**src/hw/cttr_pkg.sv**
```systemverilog
// Constants, field layouts and helpers for the calendar time registers
package cttr_pkg;

   // Register offsets
   localparam logic [7:0] ADDR_SECONDS = 8'h03;
   localparam logic [7:0] ADDR_MINUTES = 8'h04;
   localparam logic [7:0] ADDR_HOURS   = 8'h05;
   localparam logic [7:0] ADDR_DAY     = 8'h06;
   localparam logic [7:0] ADDR_WEEKDAY = 8'h07;
   localparam logic [7:0] ADDR_MONTH   = 8'h08;
   localparam logic [7:0] ADDR_YEAR    = 8'h09;

   // Field positions
   localparam int OSF_BIT       = 7;
   localparam int MERIDIEM_BIT  = 5;
   localparam int SECONDS_MSB   = 6;
   localparam int MINUTES_MSB   = 6;
   localparam int HOURS_MSB     = 5;
   localparam int HOUR12_MSB    = 4;
   localparam int DAY_MSB       = 5;
   localparam int WEEKDAY_MSB   = 2;
   localparam int MONTH_MSB     = 4;
   localparam int YEAR_MSB      = 7;

   // Counting limits, all BCD except the weekday
   localparam logic [6:0] SECONDS_LAST = 7'h59;
   localparam logic [6:0] MINUTES_LAST = 7'h59;
   localparam logic [5:0] HOUR24_LAST  = 6'h23;
   localparam logic [4:0] HOUR12_ELEVEN = 5'h11;
   localparam logic [4:0] HOUR12_TWELVE = 5'h12;
   localparam logic [4:0] HOUR12_ONE    = 5'h01;
   localparam logic [2:0] WEEKDAY_LAST = 3'h6;
   localparam logic [5:0] DAY_FIRST    = 6'h01;
   localparam logic [5:0] DAYS_28      = 6'h28;
   localparam logic [5:0] DAYS_29      = 6'h29;
   localparam logic [5:0] DAYS_30      = 6'h30;
   localparam logic [5:0] DAYS_31      = 6'h31;
   localparam logic [4:0] MONTH_FIRST  = 5'h01;
   localparam logic [4:0] MONTH_LAST   = 5'h12;
   localparam logic [4:0] MONTH_FEB    = 5'h02;
   localparam logic [4:0] MONTH_APR    = 5'h04;
   localparam logic [4:0] MONTH_JUN    = 5'h06;
   localparam logic [4:0] MONTH_SEP    = 5'h09;
   localparam logic [4:0] MONTH_NOV    = 5'h11;
   localparam logic [7:0] YEAR_LAST    = 8'h99;
   localparam logic [3:0] BCD_NINE     = 4'h9;
   localparam logic [3:0] BCD_ONE      = 4'h1;

   // Counting rate of the tick input
   localparam int TICK_RATE_HZ = 1;

   typedef struct packed {
      logic [6:0] seconds;
      logic [6:0] minutes;
      logic [5:0] hours;
      logic [5:0] day;
      logic [2:0] weekday;
      logic [4:0] month;
      logic [7:0] year;
   } cttr_time_type;

   // Power-on calendar value: 00:00:00, day 01, month 01, year 00, weekday 0
   localparam cttr_time_type TIME_RESET = '{
      seconds: 7'h00, minutes: 7'h00, hours: 6'h00, day: 6'h01,
      weekday: 3'h0, month: 5'h01, year: 8'h00};
   localparam logic OSF_RESET = 1'b1;
   localparam logic [7:0] READ_NONE = 8'h00;

   function automatic logic [7:0] cttr_bcd_inc(input logic [7:0] v);
      if (v[3:0] == BCD_NINE)
         cttr_bcd_inc = {v[7:4] + BCD_ONE, 4'h0};
      else
         cttr_bcd_inc = {v[7:4], v[3:0] + BCD_ONE};
   endfunction

   // BCD year divisible by four: even tens with units 0/4/8, odd tens with 2/6
   function automatic logic cttr_is_leap(input logic [7:0] y);
      if (y[4] == 1'b0)
         cttr_is_leap = (y[3:0] == 4'h0) || (y[3:0] == 4'h4) || (y[3:0] == 4'h8);
      else
         cttr_is_leap = (y[3:0] == 4'h2) || (y[3:0] == 4'h6);
   endfunction

endpackage

```
**src/hw/cttr_top.sv**
```systemverilog
// Time-of-day and calendar counter registers with oscillator-stopped flag
//
// Summary of operation
// RQ1: Seconds at 03h, BCD tens 6:4, units 3:0
// RQ2: Seconds bit 7 is oscillator-stopped flag, starts set
// RQ3: Flag set on oscillator stop, host clears
// RQ4: Clear attempts ignored while oscillator not running
// RQ5: Power-on sets flag; oscillator stopped until stable
// RQ6: Minutes at 04h, BCD, bit 7 unused
// RQ7: 12-hour: meridiem bit 5, tens bit 4
// RQ8: 24-hour: tens bits 5:4, bits 7:6 unused
// RQ9: Hour format chosen by control select bit
// RQ10: Day at 06h, BCD tens 5:4
// RQ11: February has 29 days when year divisible by four
// RQ12: Weekday at 07h, binary 0 to 6
// RQ13: Weekday 0 Sunday to 6 Saturday, host-definable
// RQ14: Month at 08h, BCD 01 to 12
// RQ15: Year at 09h, two BCD digits
// RQ16: Each 1 Hz tick advances seconds
// RQ17: Counting frozen during access, one tick held
// RQ18: Host finishes access within one second
// RQ19: Counters carry upward; year wraps 99 to 00
// RQ20: Day rolls to 01 after month's last day
// RQ21: 12-hour runs 12,01..11; meridiem toggles 11 to 12
`timescale 1ns/1ps

module cttr_top
(
   input  wire logic                   clock_in,
   input  wire logic                   reset_in,
   input  wire logic                   tick_1hz_in,
   input  wire logic                   osc_running_in,
   input  wire logic                   hour_mode_12_in,
   input  wire logic                   access_active_in,
   input  wire logic                   wr_en_in,
   input  wire logic                   rd_en_in,
   input  wire logic [7:0]             addr_in,
   input  wire logic [7:0]             wr_data_in,
   output logic      [7:0]             rd_data_out,
   output logic                        oscillator_stopped_flag_out,
   output cttr_pkg::cttr_time_type     time_out
);

   cttr_pkg::cttr_time_type time_q;
   cttr_pkg::cttr_time_type time_d;
   logic                    osf_q;
   logic                    osf_d;
   logic                    pend_q;
   logic                    pend_d;
   logic [7:0]              rd_data_q;

   // Address decode
   wire sel_sec  = (addr_in == cttr_pkg::ADDR_SECONDS);
   wire sel_min  = (addr_in == cttr_pkg::ADDR_MINUTES);
   wire sel_hour = (addr_in == cttr_pkg::ADDR_HOURS);
   wire sel_day  = (addr_in == cttr_pkg::ADDR_DAY);
   wire sel_wday = (addr_in == cttr_pkg::ADDR_WEEKDAY);
   wire sel_mon  = (addr_in == cttr_pkg::ADDR_MONTH);
   wire sel_year = (addr_in == cttr_pkg::ADDR_YEAR);

   // A tick during an access is held and applied once the access ends.
   // Only one is held, so a second tick inside one access is lost.
   wire adv = !access_active_in && (tick_1hz_in || pend_q);          // RQ16 RQ17
   assign pend_d = access_active_in ? (pend_q || tick_1hz_in)        // RQ17 RQ18
                                    : (pend_q && tick_1hz_in);

   // Carry chain
   wire [4:0] hour12_low = time_q.hours[cttr_pkg::HOUR12_MSB:0];
   wire       meridiem   = time_q.hours[cttr_pkg::MERIDIEM_BIT];
   wire       hour_end   = hour_mode_12_in                            // RQ9
                           ? (hour12_low == cttr_pkg::HOUR12_ELEVEN) && meridiem
                           : (time_q.hours == cttr_pkg::HOUR24_LAST);
   wire       leap_year  = cttr_pkg::cttr_is_leap(time_q.year);       // RQ11
   wire       month_30   = (time_q.month == cttr_pkg::MONTH_APR) ||
                           (time_q.month == cttr_pkg::MONTH_JUN) ||
                           (time_q.month == cttr_pkg::MONTH_SEP) ||
                           (time_q.month == cttr_pkg::MONTH_NOV);
   wire [5:0] month_len  = (time_q.month == cttr_pkg::MONTH_FEB)      // RQ11 RQ20
                           ? (leap_year ? cttr_pkg::DAYS_29 : cttr_pkg::DAYS_28)
                           : (month_30 ? cttr_pkg::DAYS_30 : cttr_pkg::DAYS_31);

   wire sec_carry  = (time_q.seconds == cttr_pkg::SECONDS_LAST);                   // RQ19
   wire min_carry  = sec_carry && (time_q.minutes == cttr_pkg::MINUTES_LAST);      // RQ19
   wire hour_carry = min_carry && hour_end;                                        // RQ19
   wire day_carry  = hour_carry && (time_q.day == month_len);                      // RQ20
   wire mon_carry  = day_carry && (time_q.month == cttr_pkg::MONTH_LAST);          // RQ19

   // Incremented values
   wire [7:0] sec_inc  = cttr_pkg::cttr_bcd_inc({1'b0, time_q.seconds});
   wire [7:0] min_inc  = cttr_pkg::cttr_bcd_inc({1'b0, time_q.minutes});
   wire [7:0] h24_inc  = cttr_pkg::cttr_bcd_inc({2'b00, time_q.hours});
   wire [7:0] h12_inc  = cttr_pkg::cttr_bcd_inc({3'b000, hour12_low});
   wire [7:0] day_inc  = cttr_pkg::cttr_bcd_inc({2'b00, time_q.day});
   wire [7:0] mon_inc  = cttr_pkg::cttr_bcd_inc({3'b000, time_q.month});
   wire [7:0] year_inc = cttr_pkg::cttr_bcd_inc(time_q.year);

   wire [6:0] sec_next = sec_carry ? 7'h00 : sec_inc[6:0];                         // RQ1
   wire [6:0] min_next = min_carry ? 7'h00 : min_inc[6:0];                         // RQ6
   wire [5:0] h24_next = hour_end ? 6'h00 : h24_inc[5:0];                          // RQ8
   wire [4:0] h12_low_next = (hour12_low == cttr_pkg::HOUR12_TWELVE)               // RQ21
                             ? cttr_pkg::HOUR12_ONE : h12_inc[4:0];
   wire       merid_next   = meridiem ^ (hour12_low == cttr_pkg::HOUR12_ELEVEN);   // RQ21
   wire [5:0] h12_next     = {merid_next, h12_low_next};                           // RQ7
   wire [5:0] hour_next    = hour_mode_12_in ? h12_next : h24_next;                // RQ9
   wire [5:0] day_next     = day_carry ? cttr_pkg::DAY_FIRST : day_inc[5:0];       // RQ10 RQ20
   wire [2:0] wday_next    = (time_q.weekday == cttr_pkg::WEEKDAY_LAST)            // RQ12 RQ13
                             ? 3'h0 : time_q.weekday + 3'h1;
   wire [4:0] mon_next     = mon_carry ? cttr_pkg::MONTH_FIRST : mon_inc[4:0];     // RQ14
   wire [7:0] year_next    = (time_q.year == cttr_pkg::YEAR_LAST)                  // RQ15 RQ19
                             ? 8'h00 : year_inc;

   // Next state: a host write to a register beats the count for that register
   always_comb
   begin
      time_d = time_q;
      if (adv)
      begin
         time_d.seconds = sec_next;                                  // RQ16
         if (sec_carry)
            time_d.minutes = min_next;
         if (min_carry)
            time_d.hours = hour_next;
         if (hour_carry)
         begin
            time_d.day     = day_next;
            time_d.weekday = wday_next;
         end
         if (day_carry)
            time_d.month = mon_next;
         if (mon_carry)
            time_d.year = year_next;
      end
      if (wr_en_in)
      begin
         if (sel_sec)
            time_d.seconds = wr_data_in[cttr_pkg::SECONDS_MSB:0];   // RQ1
         if (sel_min)
            time_d.minutes = wr_data_in[cttr_pkg::MINUTES_MSB:0];   // RQ6
         if (sel_hour)
            time_d.hours = wr_data_in[cttr_pkg::HOURS_MSB:0];       // RQ7 RQ8
         if (sel_day)
            time_d.day = wr_data_in[cttr_pkg::DAY_MSB:0];           // RQ10
         if (sel_wday)
            time_d.weekday = wr_data_in[cttr_pkg::WEEKDAY_MSB:0];   // RQ12
         if (sel_mon)
            time_d.month = wr_data_in[cttr_pkg::MONTH_MSB:0];       // RQ14
         if (sel_year)
            time_d.year = wr_data_in[cttr_pkg::YEAR_MSB:0];         // RQ15
      end
   end

   // Oscillator stop sets the flag and overrides any clearing write
   wire osf_write = wr_en_in && sel_sec;
   assign osf_d = !osc_running_in ||                                 // RQ3 RQ4 RQ5
                  (osf_write ? wr_data_in[cttr_pkg::OSF_BIT] : osf_q);

   // Read mux; unused bits read as zero
   wire [7:0] rd_mux =
      sel_sec  ? {osf_q, time_q.seconds} :                           // RQ2
      sel_min  ? {1'b0, time_q.minutes} :
      sel_hour ? {2'b00, time_q.hours} :
      sel_day  ? {2'b00, time_q.day} :
      sel_wday ? {5'b00000, time_q.weekday} :
      sel_mon  ? {3'b000, time_q.month} :
      sel_year ? time_q.year : cttr_pkg::READ_NONE;

   always_ff @(posedge clock_in)
   begin
      if (reset_in)
      begin
         time_q    <= cttr_pkg::TIME_RESET;
         osf_q     <= cttr_pkg::OSF_RESET;                           // RQ2 RQ5
         pend_q    <= 1'b0;
         rd_data_q <= cttr_pkg::READ_NONE;
      end
      else
      begin
         time_q <= time_d;
         osf_q  <= osf_d;
         pend_q <= pend_d;
         if (rd_en_in)
            rd_data_q <= rd_mux;
      end
   end

   assign rd_data_out                 = rd_data_q;
   assign oscillator_stopped_flag_out = osf_q;
   assign time_out                    = time_q;
endmodule // cttr_top

```
**config.mk**
```make
export PLATFORM = sky130hd
export DESIGN_NAME = cttr_top
export DESIGN_NICKNAME = d
export VERILOG_FILES = /design/src/hw/cttr_pkg.sv /design/src/hw/cttr_top.sv
export SDC_FILE = /design/constraint.sdc
export NUM_CORES = 1
export LEC_CHECK = 0
export BUFFER_PORTS_ARGS = -buffer_cell sky130_fd_sc_hd__buf_2
export CAP_MARGIN = 40
export CORE_AREA = 2 2 105 107
export CTS_CLUSTER_DIAMETER = 100
export CTS_CLUSTER_SIZE = 16
export DETAILED_ROUTE_END_ITERATION = 10
export DIE_AREA = 0 0 107 109
export GPL_TIMING_DRIVEN = 0
export PLACE_DENSITY = 0.52
export REMOVE_ABC_BUFFERS = 1
export SLEW_MARGIN = 20
export SYNTH_ARGS = -nofsm -noshare
export SYNTH_HDL_FRONTEND = slang
export SYNTH_SLANG_ARGS = --single-unit
export TNS_END_PERCENT = 10
```
**constraint.sdc**
```tcl
create_clock -name clock_in -period 4.1 [get_ports clock_in]
set_clock_uncertainty 0.05 [all_clocks]
set_input_delay 0.82 -clock clock_in [delete_from_list [all_inputs] [get_ports clock_in]]
set_output_delay 0.82 -clock clock_in [all_outputs]
set_load 0.03 [all_outputs]
```
==> results of run 1 <==
power groups by stage:
| stage | clock network [W] | logic (W) | registers (W) |
|---|---|---|---|
| 3_5_place_dp | 0 | 0.000108 | 0.000533 |
| 4_1_cts | 0.000376 | 0.000109 | 0.000521 |
| 5_1_grt | 0.000397 | 0.000119 | 0.000522 |
| 2_1_floorplan | 0 | 0.0000365 | 0.000543 |
| 6_report | 0.000369 | 0.000109 | 0.000521 |
| 3_3_place_gp | 0 | 0.000106 | 0.000532 |
per-layer routing:
layer / vias to the layer above / global-route usage (%)
met5: - / 0
met4: 0 / 5.66
met3: 7 / 2.69
met2: 95 / 33.4
met1: 1840 / 28.9
li1: 1948 / -
cell usage in the layout, fill, tap and decap left out, drive strengths merged, types with 3 or more instances in the layout:
cell type | netlist | routed
a211oi | 22 | 22
a21oi | 30 | 30
a221oi | 3 | 3
a311oi | 5 | 5
a31oi | 10 | 10
and2 | 6 | 6
and3 | 5 | 5
and3b | 3 | 3
buf | 6 | 75
clkbuf | 21 | 6
dfxtp | 52 | 52
ha | 15 | 15
inv | 21 | 21
mux2i | 8 | 8
nand2 | 51 | 51
nand2b | 6 | 6
nand3 | 22 | 22
nand3b | 4 | 4
nand4 | 11 | 11
nor2 | 61 | 61
nor2b | 6 | 6
nor3 | 22 | 22
nor3b | 4 | 4
nor4 | 3 | 3
nor4b | 4 | 4
o211ai | 4 | 4
o21ai | 29 | 29
o21bai | 4 | 4
o22ai | 6 | 6
o311ai | 4 | 4
or4 | 4 | 4
xnor2 | 4 | 4
xor2 | 4 | 4
state kept, by name (all words and copies together) (netlist names):
name                         flops
oscillator_stopped_flag_out      1
pend_q                           1
rd_data_out                      8
time_out                        42
cells by family after synthesis:
group / synth area share, %
AND/OR/NAND/NOR: 30.9
XOR/XNOR: 1.90
flip-flops: 28.2
buffers and inverters: 5.46
adder cells (fa/ha/maj): 5.09
AO/OA/AOI/OAI: 25.5
multiplexers: 2.88
path summary, 6_finish.rpt:
check,to,start
worst max-delay path,time_out[5],access_active_in
worst min-delay path,rd_data_out[3],rd_data_out[3]
worst max register to register,time_out[5],time_out[25]
worst min register to register,rd_data_out[3],rd_data_out[3]
through the flow:
stage	cells	setup WS, ns	hold slack, ns	power [W]
3_5_place_dp	683	0.737	0.415	0.000641
5_1_grt	691	0.793	0.465	0.00104
6_report	691	1.06	0.431	0.000998
2_1_floorplan	468	1.30	0.403	0.000579
3_3_place_gp	682	0.710	0.414	0.000638
4_1_cts	691	1.06	0.434	0.00101
final cells by class:
cell class | count | area, µm² | share of cell area (%)
Inverter | 21 | 78.8 | 1.86
Timing Repair Buffer | 75 | 390 | 9.21
Clock buffer | 6 | 72.6 | 1.71
Clock inverter | 2 | 35.0 | 0.826
Tap cell | 140 | 175 | 4.13
Multi-Input combinational cell | 395 | 2450 | 57.7
Sequential cell | 52 | 1040 | 24.6
worst reg2reg max path, cell delays in order (launching register included):
cell and delay [ns]:
sky130_fd_sc_hd__dfxtp_1 0.40, sky130_fd_sc_hd__nand2b_1 0.20, sky130_fd_sc_hd__nor4b_1 0.31, sky130_fd_sc_hd__ha_1 0.22, sky130_fd_sc_hd__a22o_1 0.17, sky130_fd_sc_hd__and3_1 0.34, sky130_fd_sc_hd__and2_4 0.30, sky130_fd_sc_hd__nand2_4 0.14
sky130_fd_sc_hd__or4_1 0.55, sky130_fd_sc_hd__a311oi_1 0.26
==> qor.yml, run 1 <==
outcome: "complete, no violations"
fp.coreArea_mm2: 0.0106
p_sw_w: 0.000269
cts.root.buffer_cell: "sky130_fd_sc_hd__clkbuf_8"
timing.hold.worst_path_depth: 2
synthesis.yosys.warnings: 0
numCtsBuffers: 5
core_rows: 38
fin_util_pct: 40.0
h-tree-depth: 2
ys_top_cells_by_area: "sky130_fd_sc_hd__dfxtp_1 28%, sky130_fd_sc_hd__nor2_1 6.1%, sky130_fd_sc_hd__ha_1 5.1%"
share_of_power_burned_in_registers_pct: 52.2
slew-limit-headroom_pct: 51.3
max-clock-path-buffers: 2
antenna_violating_nets_post_route: 0
synth_seq_area_share_pct: 28.2
total_iterations_of_the_first_detailed_routing_run: 4
cpMaxStageDelayCell: "sky130_fd_sc_hd__or4_1"
grt_max_degree: 39
p_comb_share_pct: 10.9
placement.cell_area_mm2: 0.00413
post_cts_hold_buffers: 0
io_buffers: 74
leakagePower_nw: 1.62
synthDominantCellAreaShare_pct: 28.2
setup.reg_to_reg.worst_slack_ns: 1.08
timing.critical_path.max_delay_family: "simple AND/OR/NAND/NOR gates"
synth_edf_count: 0
drc_errors: 0
setup_viol_count_final: 0
die_w_um: 107
wl_met2_um: 5370
worst-r2r-cell-count: 9
wirelength_met1_um: 5920
n_fill_cell: 1136
antenna_cells: 0
slew_viol_final: 0
grt_setup_unrepaired: "false"
overall_die_height_um: 109
top_layer: "met4"
dr_total_vias: 3890
initial_core_util_pct: 34.8
power.internal_w: 0.000729
grt_antenna_before_repair: 0
synthMostInstantiatedCell: "sky130_fd_sc_hd__nor2_1"
path_clk_slew_ns: 0.10
worst-path-stages: 8
yosysUniqueCellTypes: 68
post_route_cells_drive_above_1_share_pct: 18.0
worst-setup-path-type: "in -> reg"
timing.critical_path.arrival_ns: 3.22
switching_share_pct: 27.0
place.gp.congestion: 0.909
dpl.hpwl_um: 9010
ioPinCount: 75
wl_per_cell_um: 17.4
grt_remaining_overflow: 0
clkPwrFrac_pct: 36.9
mean_instance_size_in_the_synthesized_netlist_um2: 7.45
worst-endpoint-required_ns: 4.28
power_density_mw_per_mm2: 235
final_nets: 589
post-synth-top-area-cell: "sky130_fd_sc_hd__dfxtp_1"
post-route-min-period_ns: 3.04
grt_use_total_pct: 20.6
vdd.ir_drop.worst_mv: 0.152
fin_crit_sh_pct: 74.1
routed_wirelength_um: 12000
worst_pin_slew_ns: 0.725
met3RoutedLength_um: 558
grt_pass1_vias: 3436
synthCells: 495
fmaxAchievable_ghz: 0.329
end_kind: "flip-flop"
cp_max_fo: 13
crit_path_max_incr_delay_ns: 0.55
top_reg_cell_synth: "sky130_fd_sc_hd__dfxtp_1"
synth-seq-cells: 52
post_cts_resize_count: 0
vias_per_cell: 5.63
synth_commonest_cells: "60 x sky130_fd_sc_hd__nor2_1, 52 x sky130_fd_sc_hd__dfxtp_1, 50 x sky130_fd_sc_hd__nand2_1, 30 x sky130_fd_sc_hd__a21oi_1, 29 x sky130_fd_sc_hd__o21ai_0"
setup_tns_ns: 0
detailed_router_s_first_iteration_violation_count: 242
worstSkewPairLatency_ns: 0.31
grt_first_pass_wirelength_um: 18800
final_std_cell_area_no_fill_mm2: 0.00424
worstPathCellList: "buf_2, o21bai_1, nor3_2, and3_1, and2_4, nand2_4, or4_1, a311oi_1"
cts_tree: "yes"
dieArea_mm2: 0.0117
hold_vio_cnt_final: 0
timing.critical_path.buf_inv: 1
max_cap_violations: 0
mappedNetlistArea_mm2: 0.00369
post-cts-setup-buffer-count: 0
hp-class: "reg -> reg"
postSynth.asyncResetShare_pct: 0
synthToLayoutAreaGrowth_pct: 14.9
clkSinkCount: 52
critical_path_start_type: "input pin"
Note: power is estimated with default switching activity, not from simulation.
==> inputs of run 2 (changes only) <==
Settings changed: ABC_AREA from default to 1, CORE_AREA 2 2 105 107 to 2 2 106 108, DIE_AREA 0 0 107 109 to 0 0 108 110.
Clock period 4.1 ns to 2.9 ns, I/O delays scaled along.
==> qor.yml, run 2 <==
worst-setup-path-type: "reg -> reg"
ioPinCount: 75  # unchanged
antenna_cells: 0  # unchanged
post_cts_hold_buffers: 0  # unchanged
drc_errors: 0  # unchanged
die_w_um: 108  # +0.93%
crit-reg2reg-launch: "time_out[8]"
max_cap_violations: 0  # unchanged
antenna_violating_nets_post_route: 0  # unchanged
vias_per_cell: 5.34  # -5.1%
numCtsBuffers: 5  # unchanged
worstSkewPairLatency_ns: 0.33  # +0.02 ns
sequential_cell_area_mm2: 0.00104  # unchanged
overall_die_height_um: 110  # +0.92%
vdd.ir_drop.worst_mv: 0.190  # +26%
path_clk_slew_ns: 0.12  # +0.02 ns
max-clock-path-buffers: 2  # unchanged
placement.cell_area_mm2: 0.00429  # +3.8%
crit-reg2reg-capture: "time_out[5]"
yosysUniqueCellTypes: 36  # -47%
initial_core_util_pct: 35.1  # +0.36 points
grt_antenna_before_repair: 0  # unchanged
synthToLayoutAreaGrowth_pct: 16.7
cts.root.buffer_cell: "sky130_fd_sc_hd__clkbuf_8"
dr_total_vias: 4236  # +8.9%
timing.hold.worst_path_depth: 2  # unchanged
hold_vio_cnt_final: 0  # unchanged
post-cts-setup-buffer-count: 0  # unchanged
top_reg_cell_synth: "sky130_fd_sc_hd__dfxtp_1"
synthMostInstantiatedCell: "sky130_fd_sc_hd__nand2_1"
largest_register_ffs: 42  # unchanged
fin_util_pct: 41.0  # +1.0 points
total_iterations_of_the_first_detailed_routing_run: 5  # +1
grt_max_degree: 25  # -36%
post-synth-top-area-cell: "sky130_fd_sc_hd__dfxtp_1"
synth_commonest_cells: "95 x sky130_fd_sc_hd__nand2_1, 87 x sky130_fd_sc_hd__inv_1, 62 x sky130_fd_sc_hd__o21ai_0, 53 x sky130_fd_sc_hd__a21oi_1"
synthCells: 581  # +17%
whs_endpoint: "oscillator_stopped_flag_out"
fp.coreArea_mm2: 0.0107  # +0.90%
synthDominantCellAreaShare_pct: 27.7  # -0.54 points
layout.cells.most_common: "sky130_fd_sc_hd__nand2_1"
end_kind: "flip-flop"
mappedNetlistArea_mm2: 0.00376  # +1.9%
grt_first_pass_wirelength_um: 20300  # +7.9%
slew-limit-headroom_pct: 53.1  # +1.8 points
timing.hold.worst.start: "osc_running_in"
grt_remaining_overflow: 0  # unchanged
synth_seq_area_share_pct: 27.7  # -0.54 points
synth-seq-cells: 52  # unchanged
outcome: "complete, no violations"
routed_wirelength_um: 12700  # +6.0%
worst_pin_slew_ns: 0.698  # -0.0267 ns
grt_setup_unrepaired: "false"
grt_use_total_pct: 22.0  # +1.3 points
core_rows: 38  # unchanged
leakagePower_nw: 1.98  # +22%
cp_max_fo: 7  # -6
setup.reg_to_reg.worst_slack_ns: 0.41  # -0.67 ns
dpl.hpwl_um: 9770  # +8.4%
place_ws_ns: -0.239  # -0.976 ns
fmaxAchievable_ghz: 0.402
post_layout_worst_setup_margin_ns: 0.414  # -0.649 ns
hp-class: "in -> reg"
io_buffers: 74  # unchanged
grt_pass1_vias: 3915  # +14%
fin_total_pwr_w: 0.00135  # +35%
clkSinkCount: 52  # unchanged
mean_instance_size_in_the_synthesized_netlist_um2: 6.47  # -13%
place.gp.congestion: 0.926  # +1.9%
h-tree-depth: 2  # unchanged
final_std_cell_area_no_fill_mm2: 0.00439  # +3.5%
fin_crit_sh_pct: 85.7
holdWs_ns: 0.404  # -0.0264 ns
dieArea_mm2: 0.0119  # +1.9%
timing.critical_path.arrival_ns: 2.65  # -0.57 ns
multi_input_comb_area_mm2: 0.00233  # -4.6%
setup_viol_count_final: 0  # unchanged
power_density_mw_per_mm2: 307  # +30%
final_nets: 691  # +17%
postSynth.asyncResetShare_pct: 0  # unchanged
post-route-min-period_ns: 2.49
synthesis.yosys.warnings: 0  # unchanged
worst-r2r-cell-count: 16  # +7
wl_per_cell_um: 16.1  # -7.6%
cts_tree: "yes"
critical_path_start_type: "flip-flop"
n_fill_cell: 1205  # +6.1%
worst-endpoint-required_ns: 3.07  # -1.21 ns
detailed_router_s_first_iteration_violation_count: 206  # -15%
layout_common_cells: "95 x sky130_fd_sc_hd__nand2_1, 87 x sky130_fd_sc_hd__inv_1, 74 x sky130_fd_sc_hd__buf_2, 62 x sky130_fd_sc_hd__o21ai_0, 53 x sky130_fd_sc_hd__a21oi_1"
ys_top_cells_by_area: "sky130_fd_sc_hd__dfxtp_1 28%, sky130_fd_sc_hd__nand2_1 9.5%, sky130_fd_sc_hd__inv_1 8.7%"
synth_edf_count: 0  # unchanged
post_route_cells_drive_above_1_share_pct: 18.4  # +0.41 points
slew_viol_final: 0  # unchanged
run 2: cell types whose count changed after synthesis, moves of 18 or more:
cell                       change
sky130_fd_sc_hd__nand3_1      +23
sky130_fd_sc_hd__o21ai_0      +33
sky130_fd_sc_hd__a21oi_1      +23
sky130_fd_sc_hd__nand2_1      +45
sky130_fd_sc_hd__a211oi_1     -18
sky130_fd_sc_hd__inv_1        +66
run 2: area by class of cell:
class,instances,area share (%)
Timing Repair Buffer,75,9.07
Multi-Input combinational cell,426,53.2
Sequential cell,52,23.7
Clock buffer,5,1.57
Tap cell,140,3.99
Clock inverter,3,0.570
Inverter,92,7.87
run 2: worst max-delay path by stage:
stage,slack [ns],cells past startpoint,start,end
finish,0.41,16,time_out[8],time_out[5]
global route,0.15,16,time_out[8],time_out[1]
CTS,0.08,10,pend_q,time_out[30]
detailed placement,-0.24,11,tick_1hz_in,time_out[30]
global placement,-0.25,11,tick_1hz_in,time_out[30]
floorplan,0.61,16,time_out[8],time_out[2]
run 2: logic make-up after synthesis:
family | Yosys count | synth area share, %
AO/OA/AOI/OAI | 152 | 22.5
XOR/XNOR | 7 | 1.63
adder cells (fa/ha/maj) | 15 | 4.99
buffers and inverters | 103 | 10.3
flip-flops | 52 | 27.7
AND/OR/NAND/NOR | 252 | 32.8
run 2: repair_timing:
action / 4_1_cts / 5_1_grt
gates resized for setup: 0 / 1
endpoints found under the setup margin: 0 / 3
endpoints found under the hold margin: 0 / 0
run 2: critical path: stages, from the launching register on:
cell and delay [ns]:
sky130_fd_sc_hd__dfxtp_1 0.52, sky130_fd_sc_hd__inv_2 0.09, sky130_fd_sc_hd__nor2_2 0.13, sky130_fd_sc_hd__inv_1 0.06, sky130_fd_sc_hd__nor3_1 0.25, sky130_fd_sc_hd__ha_1 0.21
sky130_fd_sc_hd__a21oi_1 0.04, sky130_fd_sc_hd__nand3_1 0.11, sky130_fd_sc_hd__nand2_1 0.08, sky130_fd_sc_hd__nand2_2 0.10, sky130_fd_sc_hd__nand2_1 0.07, sky130_fd_sc_hd__nor2_2 0.20
sky130_fd_sc_hd__nand3_2 0.16, sky130_fd_sc_hd__nand2_1 0.10, sky130_fd_sc_hd__nand2_1 0.05, sky130_fd_sc_hd__nor2_1 0.11, sky130_fd_sc_hd__nor2_1 0.05
run 2: where the power goes:
part           total [W]  switching (W)  internal, W
clock           0.000473       0.000296     0.000177
combinational   0.000143       0.000103    0.0000400
sequential      0.000730     0.00000781     0.000723
run 2: metal layers:
metal | share of wire (%) | GRT usage, % | vias up
li1 | - | - | 2115
met1 | 46 | 29.6 | 1975
met2 | 47 | 36.9 | 131
met3 | 5.0 | 3.35 | 15
met4 | 1.5 | 5.49 | 0
met5 | 0 | 0 | -
run 2: through the flow:
step	cells	TNS, ns
CTS	793	0
finish	793	0
global placement	784	-0.897
global route	793	0
detailed placement	785	-0.857
floorplan	570	0
